`src/hdl/ccb_pkg.sv`:
```
// ccb_pkg: shared constants and types for the cache-block operation checker.
// assumes: one core clock domain; the AXI4-Lite register window sits on byte addresses.
package ccb_pkg;
	// ----------------------------------------
	// operation, state and answer encodings
	// ----------------------------------------
	typedef enum logic [2:0] {
		CCB_OP_CLEAN = 3'h0,
		CCB_OP_FLUSH = 3'h1,
		CCB_OP_INVAL = 3'h2,
		CCB_OP_ZERO = 3'h3,
		CCB_OP_PREF_I = 3'h4,
		CCB_OP_PREF_R = 3'h5
	} ccb_op_t;
	typedef enum logic [4:0] {
		CCB_CAUSE_NONE = 5'h00,
		CCB_CAUSE_TAG = 5'h01,
		CCB_CAUSE_SEAL = 5'h02,
		CCB_CAUSE_PERM = 5'h03,
		CCB_CAUSE_LEN = 5'h04
	} ccb_cause_t;
	typedef enum logic [1:0] {
		CCB_ST_IDLE = 2'b00,
		CCB_ST_ZERO = 2'b01
	} ccb_state_t;
	localparam logic [3:0] CCB_TYPE_NONE = 4'h0;
	localparam logic [3:0] CCB_TYPE_DATA = 4'h1;
	// ----------------------------------------
	// permission bits, privilege, inval_behaviour_field
	// ----------------------------------------
	localparam int CCB_PERM_X = 0;
	localparam int CCB_PERM_R = 1;
	localparam int CCB_PERM_W = 2;
	localparam int CCB_PERM_ASR = 3;
	localparam logic [1:0] CCB_PRIV_U = 2'h0;
	localparam logic [1:0] CCB_PRIV_S = 2'h1;
	localparam logic [1:0] CCB_PRIV_M = 2'h3;
	localparam logic [1:0] CCB_INV_FLUSH = 2'h1;
	localparam int CCB_IMM_LOW = 5;
	// ----------------------------------------
	// register map
	// ----------------------------------------
	localparam logic [7:0] CCB_REG_ENV = 8'h00;
	localparam logic [7:0] CCB_REG_STATUS = 8'h04;
	localparam logic [7:0] CCB_REG_FADDR = 8'h08;
	localparam logic [3:0] CCB_ENV_RESET = 4'hF;
	localparam int CCB_ENV_M_POS = 0;
	localparam int CCB_ENV_S_POS = 2;
	localparam int CCB_ST_FAULT_POS = 5;
	localparam int CCB_ST_BUSY_POS = 6;
	localparam int CCB_ST_OP_POS = 8;
	localparam logic [1:0] CCB_RESP_OKAY = 2'h0;
	localparam logic [1:0] CCB_RESP_SLVERR = 2'h2;
endpackage

```
`src/hdl/ccb_check.sv`:
```
// ccb_check: authority checks and operation selection for cache-block operations.
// assumes: pipeline holds a request while req_ready_o is low; cache takes commands without stalling.
// Operation
// - capability mode cleans block at authorising_cap_reg address, that register authorising.
// - legacy mode uses integer_base_reg address, default data capability authorising.
// - flush flushes block at effective address, register capability authorising.
// - invalidate invalidates the block unless inval_behaviour_field turns it into flush.
// - capability mode always authorises with authorising_cap_reg.
// - failed check raises data fault, data-fault type and cause code recorded.
// - tag of zero gives tag violation.
// - sealed authority gives seal violation.
// - clean and flush need write and read permission.
// - invalidate needs write, read and system_reg_access_perm.
// - invalidate and zero need whole block inside bounds.
// - inval_behaviour_field picks flush instead of invalidate for lower privilege.
// - invalidate checks ignore inval_behaviour_field and privilege.
// - zero writes zeros over every byte of the block.
// - each zero write clears the tag of its capability_width location.
// - zero needs write permission.
// - prefetch address is base plus sign-extended 12-bit immediate.
// - prefetch encoding valid only when immediate low five bits are zero.
// - prefetches are hints only: instruction fetch or data read.
// - instruction prefetch needs execute permission.
// - data-read prefetch needs read permission.
//
// The register offsets and the AXI4-Lite interface to the registers are this design's own decisions.
`timescale 1ns/1ps
module ccb_check #(
	parameter int XLEN = 32,
	parameter int BLK_BYTES = 64,
	parameter int CAP_BYTES = 8
) (
	// clock and reset
	input wire logic mclk_i,
	input wire logic resetn_i,
	// request from pipeline
	input wire logic req_valid_i,
	output logic req_ready_o,
	input wire ccb_pkg::ccb_op_t req_op_i,
	input wire logic req_cap_mode_i,
	input wire logic [1:0] req_priv_i,
	input wire logic [11:0] req_imm_i,
	input wire logic [XLEN-1:0] integer_base_reg_i,
	// authorising_cap_reg
	input wire logic [XLEN-1:0] acap_addr_i,
	input wire logic acap_tag_i,
	input wire logic acap_sealed_i,
	input wire logic [3:0] acap_perm_i,
	input wire logic [XLEN-1:0] acap_bot_i,
	input wire logic [XLEN:0] acap_top_i,
	// default data capability
	input wire logic ddc_tag_i,
	input wire logic ddc_sealed_i,
	input wire logic [3:0] ddc_perm_i,
	input wire logic [XLEN-1:0] ddc_bot_i,
	input wire logic [XLEN:0] ddc_top_i,
	// answer to pipeline
	output logic resp_valid_o,
	output logic resp_fault_o,
	output ccb_pkg::ccb_cause_t resp_cause_o,
	output logic [3:0] resp_type_o,
	// command to cache
	output logic cmd_valid_o,
	output ccb_pkg::ccb_op_t cmd_op_o,
	output logic [XLEN-1:0] cmd_addr_o,
	// zero writes to cache
	output logic zwr_valid_o,
	input wire logic zwr_ready_i,
	output logic [XLEN-1:0] zwr_addr_o,
	// AXI4-Lite slave
	input wire logic [7:0] s_axi_awaddr,
	input wire logic s_axi_awvalid,
	output logic s_axi_awready,
	input wire logic [31:0] s_axi_wdata,
	input wire logic [3:0] s_axi_wstrb,
	input wire logic s_axi_wvalid,
	output logic s_axi_wready,
	output logic [1:0] s_axi_bresp,
	output logic s_axi_bvalid,
	input wire logic s_axi_bready,
	input wire logic [7:0] s_axi_araddr,
	input wire logic s_axi_arvalid,
	output logic s_axi_arready,
	output logic [31:0] s_axi_rdata,
	output logic [1:0] s_axi_rresp,
	output logic s_axi_rvalid,
	input wire logic s_axi_rready
);
	import ccb_pkg::*;

	localparam int ZCNT = BLK_BYTES / CAP_BYTES;
	localparam int ZW = $clog2(ZCNT) + 1;
	localparam logic [ZW-1:0] ZLAST = ZW'(ZCNT - 1);
	localparam logic [XLEN-1:0] BLK_MASK = ~XLEN'(BLK_BYTES - 1);

	// ----------------------------------------
	// state
	// ----------------------------------------
	typedef struct packed {
		ccb_state_t st;
		logic aw_seen;
		logic [7:0] aw_addr;
		logic w_seen;
		logic [31:0] wdata;
		logic [3:0] wstrb;
		logic bvalid;
		logic [1:0] bresp;
		logic rvalid;
		logic [31:0] rdata;
		logic [1:0] rresp;
		logic [1:0] env_m;
		logic [1:0] env_s;
		logic last_fault;
		ccb_cause_t last_cause;
		ccb_op_t last_op;
		logic [XLEN-1:0] fault_addr;
		logic resp_valid;
		logic resp_fault;
		ccb_cause_t resp_cause;
		logic [3:0] resp_type;
		logic cmd_valid;
		ccb_op_t cmd_op;
		logic [XLEN-1:0] cmd_addr;
		logic zwr_valid;
		logic [XLEN-1:0] zwr_addr;
		logic [ZW-1:0] zcnt;
	} ccb_state_s_t;

	ccb_state_s_t r;
	ccb_state_s_t next_r;
	// ----------------------------------------
	// helpers
	// ----------------------------------------
	function automatic logic blk_inside(input logic [XLEN-1:0] blk, input logic [XLEN-1:0] bot,
		input logic [XLEN:0] top);
		logic [XLEN:0] end_a;
		end_a = {1'b0, blk} + (XLEN+1)'(BLK_BYTES);
		return (blk >= bot) && (end_a <= top);
	endfunction

	// ----------------------------------------
	// authority check
	// ----------------------------------------
	logic a_tag;
	logic a_sealed;
	logic [3:0] a_perm;
	logic [XLEN-1:0] a_bot;
	logic [XLEN:0] a_top;
	logic [XLEN-1:0] base;
	logic [XLEN-1:0] ea;
	logic [XLEN-1:0] blk;
	logic is_pref;
	logic pref_bad;
	logic perm_ok;
	logic len_ok;
	logic accept;
	ccb_cause_t chk_cause;
	ccb_op_t op_eff;

	always_comb begin
		a_tag = req_cap_mode_i ? acap_tag_i : ddc_tag_i;
		a_sealed = req_cap_mode_i ? acap_sealed_i : ddc_sealed_i;
		a_perm = req_cap_mode_i ? acap_perm_i : ddc_perm_i;
		a_bot = req_cap_mode_i ? acap_bot_i : ddc_bot_i;
		a_top = req_cap_mode_i ? acap_top_i : ddc_top_i;
		base = req_cap_mode_i ? acap_addr_i : integer_base_reg_i;
		is_pref = (req_op_i == CCB_OP_PREF_I) || (req_op_i == CCB_OP_PREF_R);
		ea = is_pref ? base + {{(XLEN-12){req_imm_i[11]}}, req_imm_i} : base;
		blk = ea & BLK_MASK;
		pref_bad = is_pref && (req_imm_i[CCB_IMM_LOW-1:0] != 5'h00);
		len_ok = blk_inside(blk, a_bot, a_top);
		perm_ok = 1'b0;
		case (req_op_i)
			CCB_OP_CLEAN, CCB_OP_FLUSH: perm_ok = a_perm[CCB_PERM_W] && a_perm[CCB_PERM_R];
			CCB_OP_INVAL: perm_ok = a_perm[CCB_PERM_W] && a_perm[CCB_PERM_R] && a_perm[CCB_PERM_ASR];
			CCB_OP_ZERO: perm_ok = a_perm[CCB_PERM_W];
			CCB_OP_PREF_I: perm_ok = a_perm[CCB_PERM_X];
			CCB_OP_PREF_R: perm_ok = a_perm[CCB_PERM_R];
			default: perm_ok = 1'b0;
		endcase
		if (!a_tag) begin
			chk_cause = CCB_CAUSE_TAG;
		end else if (a_sealed) begin
			chk_cause = CCB_CAUSE_SEAL;
		end else if (!perm_ok) begin
			chk_cause = CCB_CAUSE_PERM;
		end else if (!len_ok) begin
			chk_cause = CCB_CAUSE_LEN;
		end else begin
			chk_cause = CCB_CAUSE_NONE;
		end
		if (pref_bad) begin
			chk_cause = CCB_CAUSE_NONE;
		end
		op_eff = req_op_i;
		if (req_op_i == CCB_OP_INVAL) begin
			if ((req_priv_i != CCB_PRIV_M) && (r.env_m == CCB_INV_FLUSH)) begin
				op_eff = CCB_OP_FLUSH;
			end else if ((req_priv_i == CCB_PRIV_U) && (r.env_s == CCB_INV_FLUSH)) begin
				op_eff = CCB_OP_FLUSH;
			end
		end
		accept = req_valid_i && (r.st == CCB_ST_IDLE) && !r.zwr_valid;
	end

	// ----------------------------------------
	// next state
	// ----------------------------------------
	always_comb begin
		next_r = r;
		next_r.resp_valid = 1'b0;
		next_r.cmd_valid = 1'b0;
		if (accept) begin
			next_r.resp_valid = 1'b1;
			next_r.resp_fault = (chk_cause != CCB_CAUSE_NONE);
			next_r.resp_cause = chk_cause;
			next_r.resp_type = (chk_cause != CCB_CAUSE_NONE) ? CCB_TYPE_DATA : CCB_TYPE_NONE;
			next_r.last_op = req_op_i;
			if (chk_cause != CCB_CAUSE_NONE) begin
				next_r.last_fault = 1'b1;
				next_r.last_cause = chk_cause;
				next_r.fault_addr = ea;
			end else if (pref_bad) begin
				next_r.cmd_valid = 1'b0;
			end else if (req_op_i == CCB_OP_ZERO) begin
				next_r.st = CCB_ST_ZERO;
				next_r.zwr_valid = 1'b1;
				next_r.zwr_addr = blk;
				next_r.zcnt = '0;
			end else begin
				next_r.cmd_valid = 1'b1;
				next_r.cmd_op = op_eff;
				next_r.cmd_addr = blk;
			end
		end
		case (r.st)
			CCB_ST_ZERO: begin
				if (zwr_ready_i) begin
					if (r.zcnt == ZLAST) begin
						next_r.zwr_valid = 1'b0;
						next_r.st = CCB_ST_IDLE;
					end else begin
						next_r.zcnt = r.zcnt + ZW'(1);
						next_r.zwr_addr = r.zwr_addr + XLEN'(CAP_BYTES);
					end
				end
			end
			default: ;
		endcase
		if (s_axi_awvalid && s_axi_awready) begin
			next_r.aw_seen = 1'b1;
			next_r.aw_addr = s_axi_awaddr;
		end
		if (s_axi_wvalid && s_axi_wready) begin
			next_r.w_seen = 1'b1;
			next_r.wdata = s_axi_wdata;
			next_r.wstrb = s_axi_wstrb;
		end
		if (r.aw_seen && r.w_seen && !r.bvalid) begin
			next_r.aw_seen = 1'b0;
			next_r.w_seen = 1'b0;
			next_r.bvalid = 1'b1;
			next_r.bresp = CCB_RESP_OKAY;
			if (r.aw_addr == CCB_REG_ENV) begin
				if (r.wstrb[0]) begin
					next_r.env_m = r.wdata[CCB_ENV_M_POS +: 2];
					next_r.env_s = r.wdata[CCB_ENV_S_POS +: 2];
				end
			end else if (r.aw_addr == CCB_REG_STATUS) begin
				if (r.wstrb[0] && r.wdata[CCB_ST_FAULT_POS] && !(accept && chk_cause != CCB_CAUSE_NONE)) begin
					next_r.last_fault = 1'b0;
				end
			end else if (r.aw_addr != CCB_REG_FADDR) begin
				next_r.bresp = CCB_RESP_SLVERR;
			end
		end
		if (r.bvalid && s_axi_bready) begin
			next_r.bvalid = 1'b0;
		end
		if (s_axi_arvalid && s_axi_arready) begin
			next_r.rvalid = 1'b1;
			next_r.rresp = CCB_RESP_OKAY;
			next_r.rdata = 32'h0000_0000;
			if (s_axi_araddr == CCB_REG_ENV) begin
				next_r.rdata[CCB_ENV_M_POS +: 2] = r.env_m;
				next_r.rdata[CCB_ENV_S_POS +: 2] = r.env_s;
			end else if (s_axi_araddr == CCB_REG_STATUS) begin
				next_r.rdata[4:0] = r.last_cause;
				next_r.rdata[CCB_ST_FAULT_POS] = r.last_fault;
				next_r.rdata[CCB_ST_BUSY_POS] = (r.st != CCB_ST_IDLE);
				next_r.rdata[CCB_ST_OP_POS +: 3] = r.last_op;
			end else if (s_axi_araddr == CCB_REG_FADDR) begin
				next_r.rdata = 32'(r.fault_addr);
			end else begin
				next_r.rresp = CCB_RESP_SLVERR;
			end
		end else if (r.rvalid && s_axi_rready) begin
			next_r.rvalid = 1'b0;
		end
	end

	always_ff @(posedge mclk_i or negedge resetn_i) begin
		if (!resetn_i) begin
			r <= '0;
			r.st <= CCB_ST_IDLE;
			r.env_m <= CCB_ENV_RESET[1:0];
			r.env_s <= CCB_ENV_RESET[3:2];
			r.resp_cause <= CCB_CAUSE_NONE;
			r.last_cause <= CCB_CAUSE_NONE;
			r.cmd_op <= CCB_OP_CLEAN;
			r.last_op <= CCB_OP_CLEAN;
		end else begin
			r <= next_r;
		end
	end

	// ----------------------------------------
	// outputs
	// ----------------------------------------
	assign req_ready_o = (r.st == CCB_ST_IDLE) && !r.zwr_valid;
	assign resp_valid_o = r.resp_valid;
	assign resp_fault_o = r.resp_fault;
	assign resp_cause_o = r.resp_cause;
	assign resp_type_o = r.resp_type;
	assign cmd_valid_o = r.cmd_valid;
	assign cmd_op_o = r.cmd_op;
	assign cmd_addr_o = r.cmd_addr;
	assign zwr_valid_o = r.zwr_valid;
	assign zwr_addr_o = r.zwr_addr;
	assign s_axi_awready = !r.aw_seen && !r.bvalid;
	assign s_axi_wready = !r.w_seen && !r.bvalid;
	assign s_axi_bvalid = r.bvalid;
	assign s_axi_bresp = r.bresp;
	assign s_axi_arready = !r.rvalid;
	assign s_axi_rvalid = r.rvalid;
	assign s_axi_rdata = r.rdata;
	assign s_axi_rresp = r.rresp;
endmodule

```
`config.mk`:
```
export PLATFORM = sky130hd
export DESIGN_NAME = ccb_check
export DESIGN_NICKNAME = d
export VERILOG_FILES = /design/src/hdl/ccb_pkg.sv /design/src/hdl/ccb_check.sv
export SDC_FILE = /design/constraint.sdc
export NUM_CORES = 1
export LEC_CHECK = 0
export ABC_AREA = 1
export ABC_CLOCK_PERIOD_IN_PS = 1870
export BUFFER_PORTS_ARGS = -buffer_cell sky130_fd_sc_hd__buf_4
export CORE_UTILIZATION = 49
export CTS_CLUSTER_SIZE = 20
export DETAILED_ROUTE_END_ITERATION = 10
export PLACE_DENSITY = 0.79
export REMOVE_ABC_BUFFERS = 1
export SYNTH_ARGS = -nofsm -noshare
export SYNTH_HDL_FRONTEND = slang
export SYNTH_SLANG_ARGS = --single-unit
```
`constraint.sdc`:
```
create_clock -name mclk_i -period 1.87 [get_ports mclk_i]
set_input_delay 0.374 -clock mclk_i [delete_from_list [all_inputs] [get_ports mclk_i]]
set_output_delay 0.374 -clock mclk_i [all_outputs]
set_load 0.02 [all_outputs]
```
## After elaboration in Yosys (flattened, before gate mapping)

Cells that the tools add are included.

| storage, ports and cells | value |
|---|---|
| input port bits | 285 |
| flip-flop bits (word level) | 209 |
| output and inout bits | 122 |
| word-level logic and storage cells | 155 |

| operators by class | value |
|---|---|
| order comparisons | 2 |
| equality and inequality tests | 14 |
| $add $sub $neg | 4 |
| mux-type cells | 61 |
| reduce and logical (&&, ||, !) cells | 44 |
| bitwise gates (word level) | 3 |

Operator list:

| operator | count |
|---|---|
| $mux W32 | 5 |
| $mux W37 | 4 |
| $mux W125 | 1 |
| $mux W73 | 1 |
| $mux W36 | 2 |
| $mux W72 | 1 |
| $add A32 B7 Y33 const B | 1 |
| $le A33 B33 Y1 | 1 |
| $mux W33 | 1 |
| $add A32 B32 Y32 | 1 |
| $add A32 B4 Y32 const B | 1 |
| $ge A32 B32 Y1 | 1 |
| $mux W28 | 1 |
| $mux W3 | 9 |
| $mux W2 | 13 |
| $logic_and A1 B1 Y1 | 21 |
| $mux W21 | 1 |
| $eq A8 B3 Y1 const B | 2 |
| $logic_not A8 Y1 | 2 |
| $mux W1 | 15 |
| $reduce_bool A2 Y1 | 5 |
| $reduce_bool A5 Y1 | 2 |
| $mux W9 | 1 |
| $eq A8 B4 Y1 const B | 1 |
| other kinds (22) | 35 |

## Longest topological paths before layout

Gate-level depths: netlist of the first run.

| depth | value |
|---|---|
| depth after elaboration | 19 |
| depth in mapped cells | 43 |
| gate-level depth less buffers | 38 |

## Worst setup path before layout of the first run

No wires, ideal clock.

| timing path | value |
|---|---|
| path type | input to register |
| start | input port req_cap_mode_i |
| end | register r (netlist bit cmd_addr_o[24]) |
| data arrival time | 5.358 ns |
| data required time | 1.737 ns |
| setup slack | -3.620 ns |
| cell stages on the path | 42 |
| setup time | 0.133 ns |
| path buffers | 8 |
| path through | buf_6 > buf_6 > buf_4 > buf_4 > buf_2 > buf_2 > nand2_1 > nand2_1 > ha_1 > fa_1 > nand2_1 > nand3_1 > nand3_1 > nand3_1 > nand3_1 > nand2_1 > inv_1 > ha_1 > [... 6 more ...] > nand3_1 > xor2_1 > ha_1 > nand2_1 > inv_1 > nor2_1 > o21a_1 > nand2_1 > a21oi_1 > nand3_1 > nand2_1 > nand2_1 > a21boi_2 > nand4_2 > buf_6 > buf_6 > nand2_1 > o21ai_1 |

| between the ends | value |
|---|---|
| cells in the longest elaborated chain, start to end | 14 |
| elaborated cells between the ends (all ways) | 23 |
| classes of those cells | 2 x add/sub; 2 x order compare; 13 x mux; 1 x bitwise; 5 x reduce/logical |

RTL lines:

| item | line | source |
|---|---|---|
| start: declaration | ccb_check.sv:40 | `input wire logic req_cap_mode_i,` |
| $mux W32 (*) | ccb_check.sv:166 | `base = req_cap_mode_i ? acap_addr_i : integer_base_reg_i;` |
| $add A32 B32 Y32 | ccb_check.sv:168 | `ea = is_pref ? base + {{(XLEN-12){req_imm_i[11]}}, req_imm_i} : base;` |
| $mux W32 (*) | ccb_check.sv:168 |  |
| net ea[6] | ccb_check.sv:150 | `logic [XLEN-1:0] ea;` |
| $add A32 B7 Y33 | ccb_check.sv:137 | `end_a = {1'b0, blk} + (XLEN+1)'(BLK_BYTES);` |
| $le A33 B33 Y1 | ccb_check.sv:138 | `return (blk >= bot) && (end_a <= top);` |
| $logic_and A1 B1 Y1 (*) | ccb_check.sv:138 |  |
| $mux W3 (*) | ccb_check.sv:187 | `end else if (!len_ok) begin` |
| $mux W3 (*) | ccb_check.sv:185 | `end else if (!perm_ok) begin` |
| $mux W3 (*) | ccb_check.sv:183 | `end else if (a_sealed) begin` |
| $mux W3 (*) | ccb_check.sv:181 | `if (!a_tag) begin` |
| $mux W5 (*) | ccb_check.sv:192 | `if (pref_bad) begin` |
| $reduce_bool A5 Y1 (*) | ccb_check.sv:219 | `if (chk_cause != CCB_CAUSE_NONE) begin` |
| $not A1 Y1 (no source line) (*) | n/a |  |
| $reduce_and A4 Y1 (no source line) (*) | n/a |  |
| end signal: assignment | ccb_check.sv:313 | `r <= next_r;` |
| end: declaration | ccb_check.sv:129 | `ccb_state_s_t r;` |

Mark *: on every way through the listed nets, which the timed path passes. The rest lies on a longest branch.
A chain may end at the register's enable or synchronous reset.

## Worst setup path in the final report of the first run

| timing path | value |
|---|---|
| start | input port req_cap_mode_i |
| end | register r[110] (netlist name) |

| between the ends | value |
|---|---|
| cells in the longest elaborated chain, start to end | 13 |
| elaborated cells between the ends (all ways) | 22 |
| classes of those cells | 2 x add/sub; 2 x order compare; 13 x mux; 5 x reduce/logical |

RTL lines:

| item | line |
|---|---|
| $mux W32 (*) | ccb_check.sv:166 |
| $add A32 B32 Y32 | ccb_check.sv:168 |
| $mux W32 (*) | ccb_check.sv:168 |
| net ea[7] | ccb_check.sv:150 |
| $add A32 B7 Y33 | ccb_check.sv:137 |
| $le A33 B33 Y1 | ccb_check.sv:138 |
| $logic_and A1 B1 Y1 (*) | ccb_check.sv:138 |
| $mux W3 (*) | ccb_check.sv:187 |
| $mux W3 (*) | ccb_check.sv:185 |
| $mux W3 (*) | ccb_check.sv:183 |
| $mux W3 (*) | ccb_check.sv:181 |
| $mux W5 (*) | ccb_check.sv:192 |
| $reduce_bool A5 Y1 (*) | ccb_check.sv:219 |
| $reduce_and A2 Y1 (no source line) (*) | n/a |

Marks and branches as above.

==> results of run 1 <==
-- synthesized netlist by cell type (all sizes together) --
cell | n | area share
fa | 1 | 0.0014
o2111ai | 2 | 0.0012
o21ba | 1 | 0.00070
and2 | 5 | 0.0022
a22oi | 2 | 0.0010
clkinv | 1 | 0.00026
a32o | 1 | 0.00070
a221oi | 1 | 0.00061
o221ai | 2 | 0.0012
a21oi | 67 | 0.024
dfstp | 4 | 0.0073
a31oi | 2 | 0.00087
and3 | 1 | 0.00044
nor4 | 10 | 0.0044
nor2 | 176 | 0.050
a21boi | 1 | 0.00078
a21o | 1 | 0.00052
mux2 | 9 | 0.0071
xor2 | 28 | 0.017
nor3 | 26 | 0.011
xnor2 | 5 | 0.0031
nand3b | 5 | 0.0026
nand3 | 139 | 0.050
nor3b | 3 | 0.0016
dfrtp | 165 | 0.29
buf | 147 | 0.075
o41ai | 1 | 0.00061
conb | 1 | 0.00026
inv | 272 | 0.071
o21bai | 2 | 0.0010
o21ai | 124 | 0.043
o22ai | 5 | 0.0022
o211ai | 6 | 0.0031
clkbuf | 17 | 0.0045
ha | 87 | 0.076
nand4 | 43 | 0.021
nand2 | 686 | 0.18
o21a | 8 | 0.0042
mux2i | 55 | 0.038
or2 | 4 | 0.0017
-- state kept, by name, indices dropped and copies added, names as in the netlist --
signal	count
cmd_op_o	3
resp_valid_o	1
r	65
cmd_addr_o	26
zwr_addr_o	32
cmd_valid_o	1
resp_fault_o	1
s_axi_rresp	1
zwr_valid_o	1
s_axi_rvalid	1
s_axi_bresp	1
s_axi_rdata	32
resp_cause_o	3
s_axi_bvalid	1
-- cell type report --
class,count,share of cell area
clock buffer,20,0.0206
clock inverter,11,0.00716
inverter,273,0.0481
multi-input combinational,1522,0.437
sequential,169,0.191
tap,384,0.0216
timing repair buffer,733,0.275
timing repair inverter,1,0.000507
-- metal layers --
metal,GRT usage,wire (um),vias to the layer above
li1,-,-,7881
met1,0.442,22400,8011
met4,0.184,3430,0
met2,0.655,29600,952
met5,0,0,-
met3,0.0435,4200,256
-- per-stage QoR --
step / setup TNS, ps / hold WS [ps]
finish: -286710 / 112
global route: -309180 / 108
CTS: -263850 / 107
detailed placement: -364310 / 291
global placement: -352490 / 287
floorplan: -375280 / 78.4
-- worst reg2reg max path: stages (launching register included) --
cell,delay (ps)
dfrtp_1,410
ha_1,220
nand2_1,90
nor2_1,60
nor2_1,260
inv_2,100
nor3_4,240
nand4_4,160
nor4_1,540
nor2_1,160
nand2_4,110
nand2_2,50
a21oi_2,100
-- repair_timing --
action                     CTS  global route
setup endpoints to repair  107           109
setup buffers               39            13
hold buffers                 1             0
cloned                       7             7
hold endpoints to repair    26             0
pin swaps                   92            52
resized for setup          344           168
-- kinds of logic after synthesis --
logic type / after synthesis / share of synthesized area
other: 1 / 0.000261
flip-flops: 169 / 0.295
multiplexers: 64 / 0.0454
adder cells (fa/ha/maj): 88 / 0.0773
AO/OA/AOI/OAI: 226 / 0.0857
XOR/XNOR: 33 / 0.0201
AND/OR/NAND/NOR: 1098 / 0.325
buffers and inverters: 437 / 0.151
-- report_power, final --
part	internal [uW]	switching (uW)
combinational	4750	6100
clock	2190	1560
sequential	4950	1000
-- final timing paths --
check | startpoint | to
min in group asynchronous | resetn_i | r[172]
setup reg to reg | r[1] | zwr_addr_o[30]
max in group asynchronous | resetn_i | r[97]
setup / recovery | req_cap_mode_i | r[110]
hold reg to reg | zwr_addr_o[1] | zwr_addr_o[1]
hold / removal | s_axi_bready | s_axi_bvalid
==> metrics, run 1 <==
cell family with most CP delay=simple AND/OR/NAND/NOR gates; DRT Pass-1 Iters=6; Worst-Skew Late Latency=about 440 ps; Die Area=between 0.02 and 0.03 sq mm; violated checks=negative setup slack; Rel. slew slack=0.556; Worst Path Arrival=a little under 5000 ps; Multi-input gate area=roughly 0.0097 sq mm; fin crit period=between 4000 and 5000 ps; mapped cell area=between 0.01 and 0.015 sq mm; Worst Hold Class=input port to flip-flop; dpl cells=~3000; crit start category=input port; chip height=approximately 170 um; ANT nets after route=0; R2R setup slack=-690 ps; Area growth syn-to-layout=54.7%; CP most frequent cell=nand2_2; Wirelength per Cell=roughly 19 um; Seq/Total Area, Yosys=0.295; Max clock buf depth=2; critical path data required time=around 2200 ps; diodes inserted=0; IR drop worst, VDD=0.662 mV; vias in the first global route=between 15000 and 20000; commonest cells after routing, fill and taps aside=buf_4 (674), nand2_1 (554), inv_1 (240); fill count=roughly 2000; Finished Cell Area=between 0.02 and 0.025 sq mm; clock sinks=approximately 170; Reg area=roughly 0.0042 sq mm; clock slew at reported path FFs=approximately 60 ps; DP Area=about 0.019 sq mm; Pwr Density=between 900 and 1000 mW/mm^2; fin util=0.772; Fmax achieved=roughly 220 MHz; Tot Pwr=just over 20000 uW; fin crit share=2.48; CTS tree=built; Routed WL=between 50000 and 60000 um; post-DP HPWL=approximately 42000 um; setup ws final=-2770 ps; drt drc=0; total gr overflow=0; CTS root buffer=clkbuf_16; nets@finish=about 3100; FP Rows=a little over 60; Crit-path slowest cell=ha_4; first-pass GRT wire length=86800 um; initial core utilization=0.499; CTS Buf Count=17; mean post-synth cell area=a little under 7 sq um; Setup WS pre-CTS=-3540 ps; post-synthesis cell count=roughly 2100; yosys warns=0; gr usage total=0.369; max_cap viols=0; Worst-Margin Slew=659 ps; top-level port count=between 400 and 500; Final Skew=between 10 and 15 ps; Final Hold Viols=0; leakage=approximately 0.012 uW; RSZ-0062 raised after global routing=yes; Non-Filler Instances=approximately 3100; vias post-DR=17100; status=finished, violations left; largest net degree at the start of global routing=between 40 and 50; Core Box Area=about 0.029 sq mm; CTS H-tree lvls=4; count of pins over their slew limit=0; final setup fails=between 100 and 150; GPL Wtd Cong=0.966; initial antenna violation count=0; Vias/cell=approximately 5.5; Synth cell types=56; Setup CP Type=input port to flip-flop; starting DRC count in detailed routing=1318; Setup crit end kind=flip-flop; layout cells sized above 1=0.422; Synth Register Bits=between 150 and 200; Reg2Reg Depth=12; hold path cells=2; CP Buf/Inv Count=9; crit path max fanout=18; Die W=approximately 170 um; Crit. path cell count=36; port bufs=~360; most common cell after layout, fill and taps aside=buf_4; max incr delay on CP=300 ps
No activity file was read; power rests on OpenSTA's default activity.
==> run 2, diff against run 1 <==
--- a/config.mk
+++ b/config.mk
@@ -6,12 +6,12 @@
 export NUM_CORES = 1
 export LEC_CHECK = 0
 export ABC_AREA = 1
-export ABC_CLOCK_PERIOD_IN_PS = 1870
+export ABC_CLOCK_PERIOD_IN_PS = 4470
 export BUFFER_PORTS_ARGS = -buffer_cell sky130_fd_sc_hd__buf_4
-export CORE_UTILIZATION = 49
+export CORE_UTILIZATION = 54
 export CTS_CLUSTER_SIZE = 20
 export DETAILED_ROUTE_END_ITERATION = 10
-export PLACE_DENSITY = 0.79
+export PLACE_DENSITY = 0.82
 export REMOVE_ABC_BUFFERS = 1
 export SYNTH_ARGS = -nofsm -noshare
 export SYNTH_HDL_FRONTEND = slang
==> constraint.sdc (replaced) <==
create_clock -name mclk_i -period 4.47 [get_ports mclk_i]
set_input_delay 0.894 -clock mclk_i [delete_from_list [all_inputs] [get_ports mclk_i]]
set_output_delay 0.894 -clock mclk_i [all_outputs]
set_load 0.02 [all_outputs]
==> run 2 against run 1 <==
  * The flow still finishes with violations (negative setup slack)
  * Register-to-register slack better by 2300 ps
  * Sequential share of layout area increased by 0.59 points
  * Clock power fell by 60%
  * Combinational power is 61% lower
  * Die area is 9.2% lower
  * Wire length grew 0.90%
==> metrics, run 2 (synthesized netlist as in run 1, its figures left out) <==
status=finished, violations left; violated checks=negative setup slack; gr usage total=0.396; chip height=165 um; cell family with most CP delay=simple AND/OR/NAND/NOR gates; clock slew at reported path FFs=roughly 80 ps; Setup CP Type=input port to flip-flop; CTS root buffer=clkbuf_16; DRT Pass-1 Iters=6; nets@finish=3050; fin crit period=~5300 ps; critical path data required time=between 4000 and 5000 ps; total gr overflow=0; vias post-DR=about 17000; Die Area=0.0272 sq mm; crit path max fanout=29; drt drc=0; setup ws final=-855 ps; RSZ-0062 raised after global routing=yes; Largest register FFs=65; port bufs=363; Final Hold Viols=0; fin crit share=1.19; fill count=1638; commonest cells after routing, fill and taps aside=buf_4 (657), nand2_1 (557), inv_1 (248); initial core utilization=0.551; Rel. slew slack=0.319; CTS H-tree lvls=4; Wirelength per Cell=between 15 and 20 um; Biggest register=r; largest net degree at the start of global routing=between 100 and 150; post-DP HPWL=between 40000 and 50000 um; vias in the first global route=about 16000; count of pins over their slew limit=0; leakage=0.0114 uW; CTS tree=built; ANT nets after route=0; Pwr Density=384 mW/mm^2; most common cell after layout, fill and taps aside=buf_4; Routed WL=approximately 60000 um; Core Box Area=between 0.02 and 0.03 sq mm; Setup crit end kind=flip-flop; clock sinks=~170; Die W=165 um; FP Rows=59; GPL Wtd Cong=0.977; starting DRC count in detailed routing=2001; diodes inserted=0; Post-CTS Hold Fix Bufs=0; max_cap viols=0; CP most frequent cell=nand2_1; Worst Hold Class=flip-flop to flip-flop; Crit-path slowest cell=ha_4; layout cells sized above 1=0.410; dpl cells=2918; top-level port count=around 400; Finished Cell Area=between 0.02 and 0.025 sq mm; final setup fails=106; crit start category=input port; CP Buf/Inv Count=7; Worst Path Arrival=between 5000 and 6000 ps; CTS Buf Count=17; max incr delay on CP=approximately 330 ps; Fmax achieved=188 MHz; Vias/cell=~5.8; Worst-Skew Late Latency=~440 ps; IR drop worst, VDD=between 0.3 and 0.4 mV; DP Area=about 0.018 sq mm; first-pass GRT wire length=between 80000 and 90000 um; Final Skew=14.1 ps; Max clock buf depth=2; Non-Filler Instances=3025; initial antenna violation count=0; Worst-Margin Slew=1020 ps; Area growth syn-to-layout=50.1%
[run 2: cell types whose count changed in the layout (fill, tap and decap cells not counted), moves of 8 or more]
| cell | before | now |
|---|---|---|
| o21ai_2 | 20 | 9 |
| buf_12 | 21 | 12 |
| inv_1 | 240 | 248 |
| o21ai_1 | 40 | 49 |
| buf_4 | 674 | 657 |
| nand2_4 | 37 | 27 |
[run 2: per-stage QoR]
stage	hold slack, ps	util	worst slack, ps	total power (uW)	setup TNS [ps]
2_1_floorplan	375	-	-1810	4250	-140410
3_3_place_gp	390	0.709	-1290	5800	-129860
3_5_place_dp	411	0.709	-1430	5930	-142600
4_1_cts	440	0.780	-501	7650	-46290
5_1_grt	468	0.827	-974	8640	-94740
6_report	446	0.827	-855	8270	-80750
[run 2: final timing paths]
| path | startpoint | endpoint | slack, ps | depth (start not counted) |
|---|---|---|---|---|
| worst max-delay path | req_cap_mode_i | cmd_addr_o[21] | -860 | 35 |
| min in group asynchronous | resetn_i | r[173] | 540 | 1 |
| max in group asynchronous | resetn_i | r[113] | 2950 | 2 |
| worst min register to register | r[214] | r[214] | 450 | 0 |
| worst min-delay path | r[214] | r[214] | 450 | 0 |
| worst max register to register | r[0] | zwr_addr_o[26] | 1580 | 15 |
[run 2: area by class of cell]
type,count,area [sq um],area share
timing repair inverter,2,20.0,0.000929
multi-input combinational,1522,9670,0.449
inverter,273,1070,0.0495
clock buffer,17,425,0.0197
timing repair buffer,692,5530,0.257
sequential,169,4230,0.197
clock inverter,15,179,0.00830
tap,335,419,0.0195
[run 2: repair_timing]
action / in CTS / in global routing
buffers inserted: 52 / 16
pin swaps: 58 / 80
gates resized for setup: 220 / 247
gates cloned: 4 / 5
setup endpoints to repair: 106 / 106
[run 2: worst reg2reg max path: stages, from the launching register on]
cell	delay, ps
dfrtp_1	470
ha_1	270
nand2_1	100
nor2_1	90
nor2_1	130
buf_4	230
inv_2	230
nor3_4	310
nand4_4	170
nor2_4	160
nand4_2	120
nor2_2	160
nand2_1	130
nand3_4	130
nand2_4	60
nor2_4	70
[run 2: power breakdown]
group	internal (uW)	switching, uW	total, uW
sequential	2070	450	2520
clock	756	738	1490
combinational	1770	2490	4250
[run 2: layer usage]
layer / vias to the layer above / wire [um] / track usage
met1: 8196 / 20800 / 0.442
met4: 0 / 4510 / 0.240
met2: 1121 / 29400 / 0.693
met5: - / 0 / 0
met3: 339 / 5400 / 0.0781
li1: 7803 / - / -
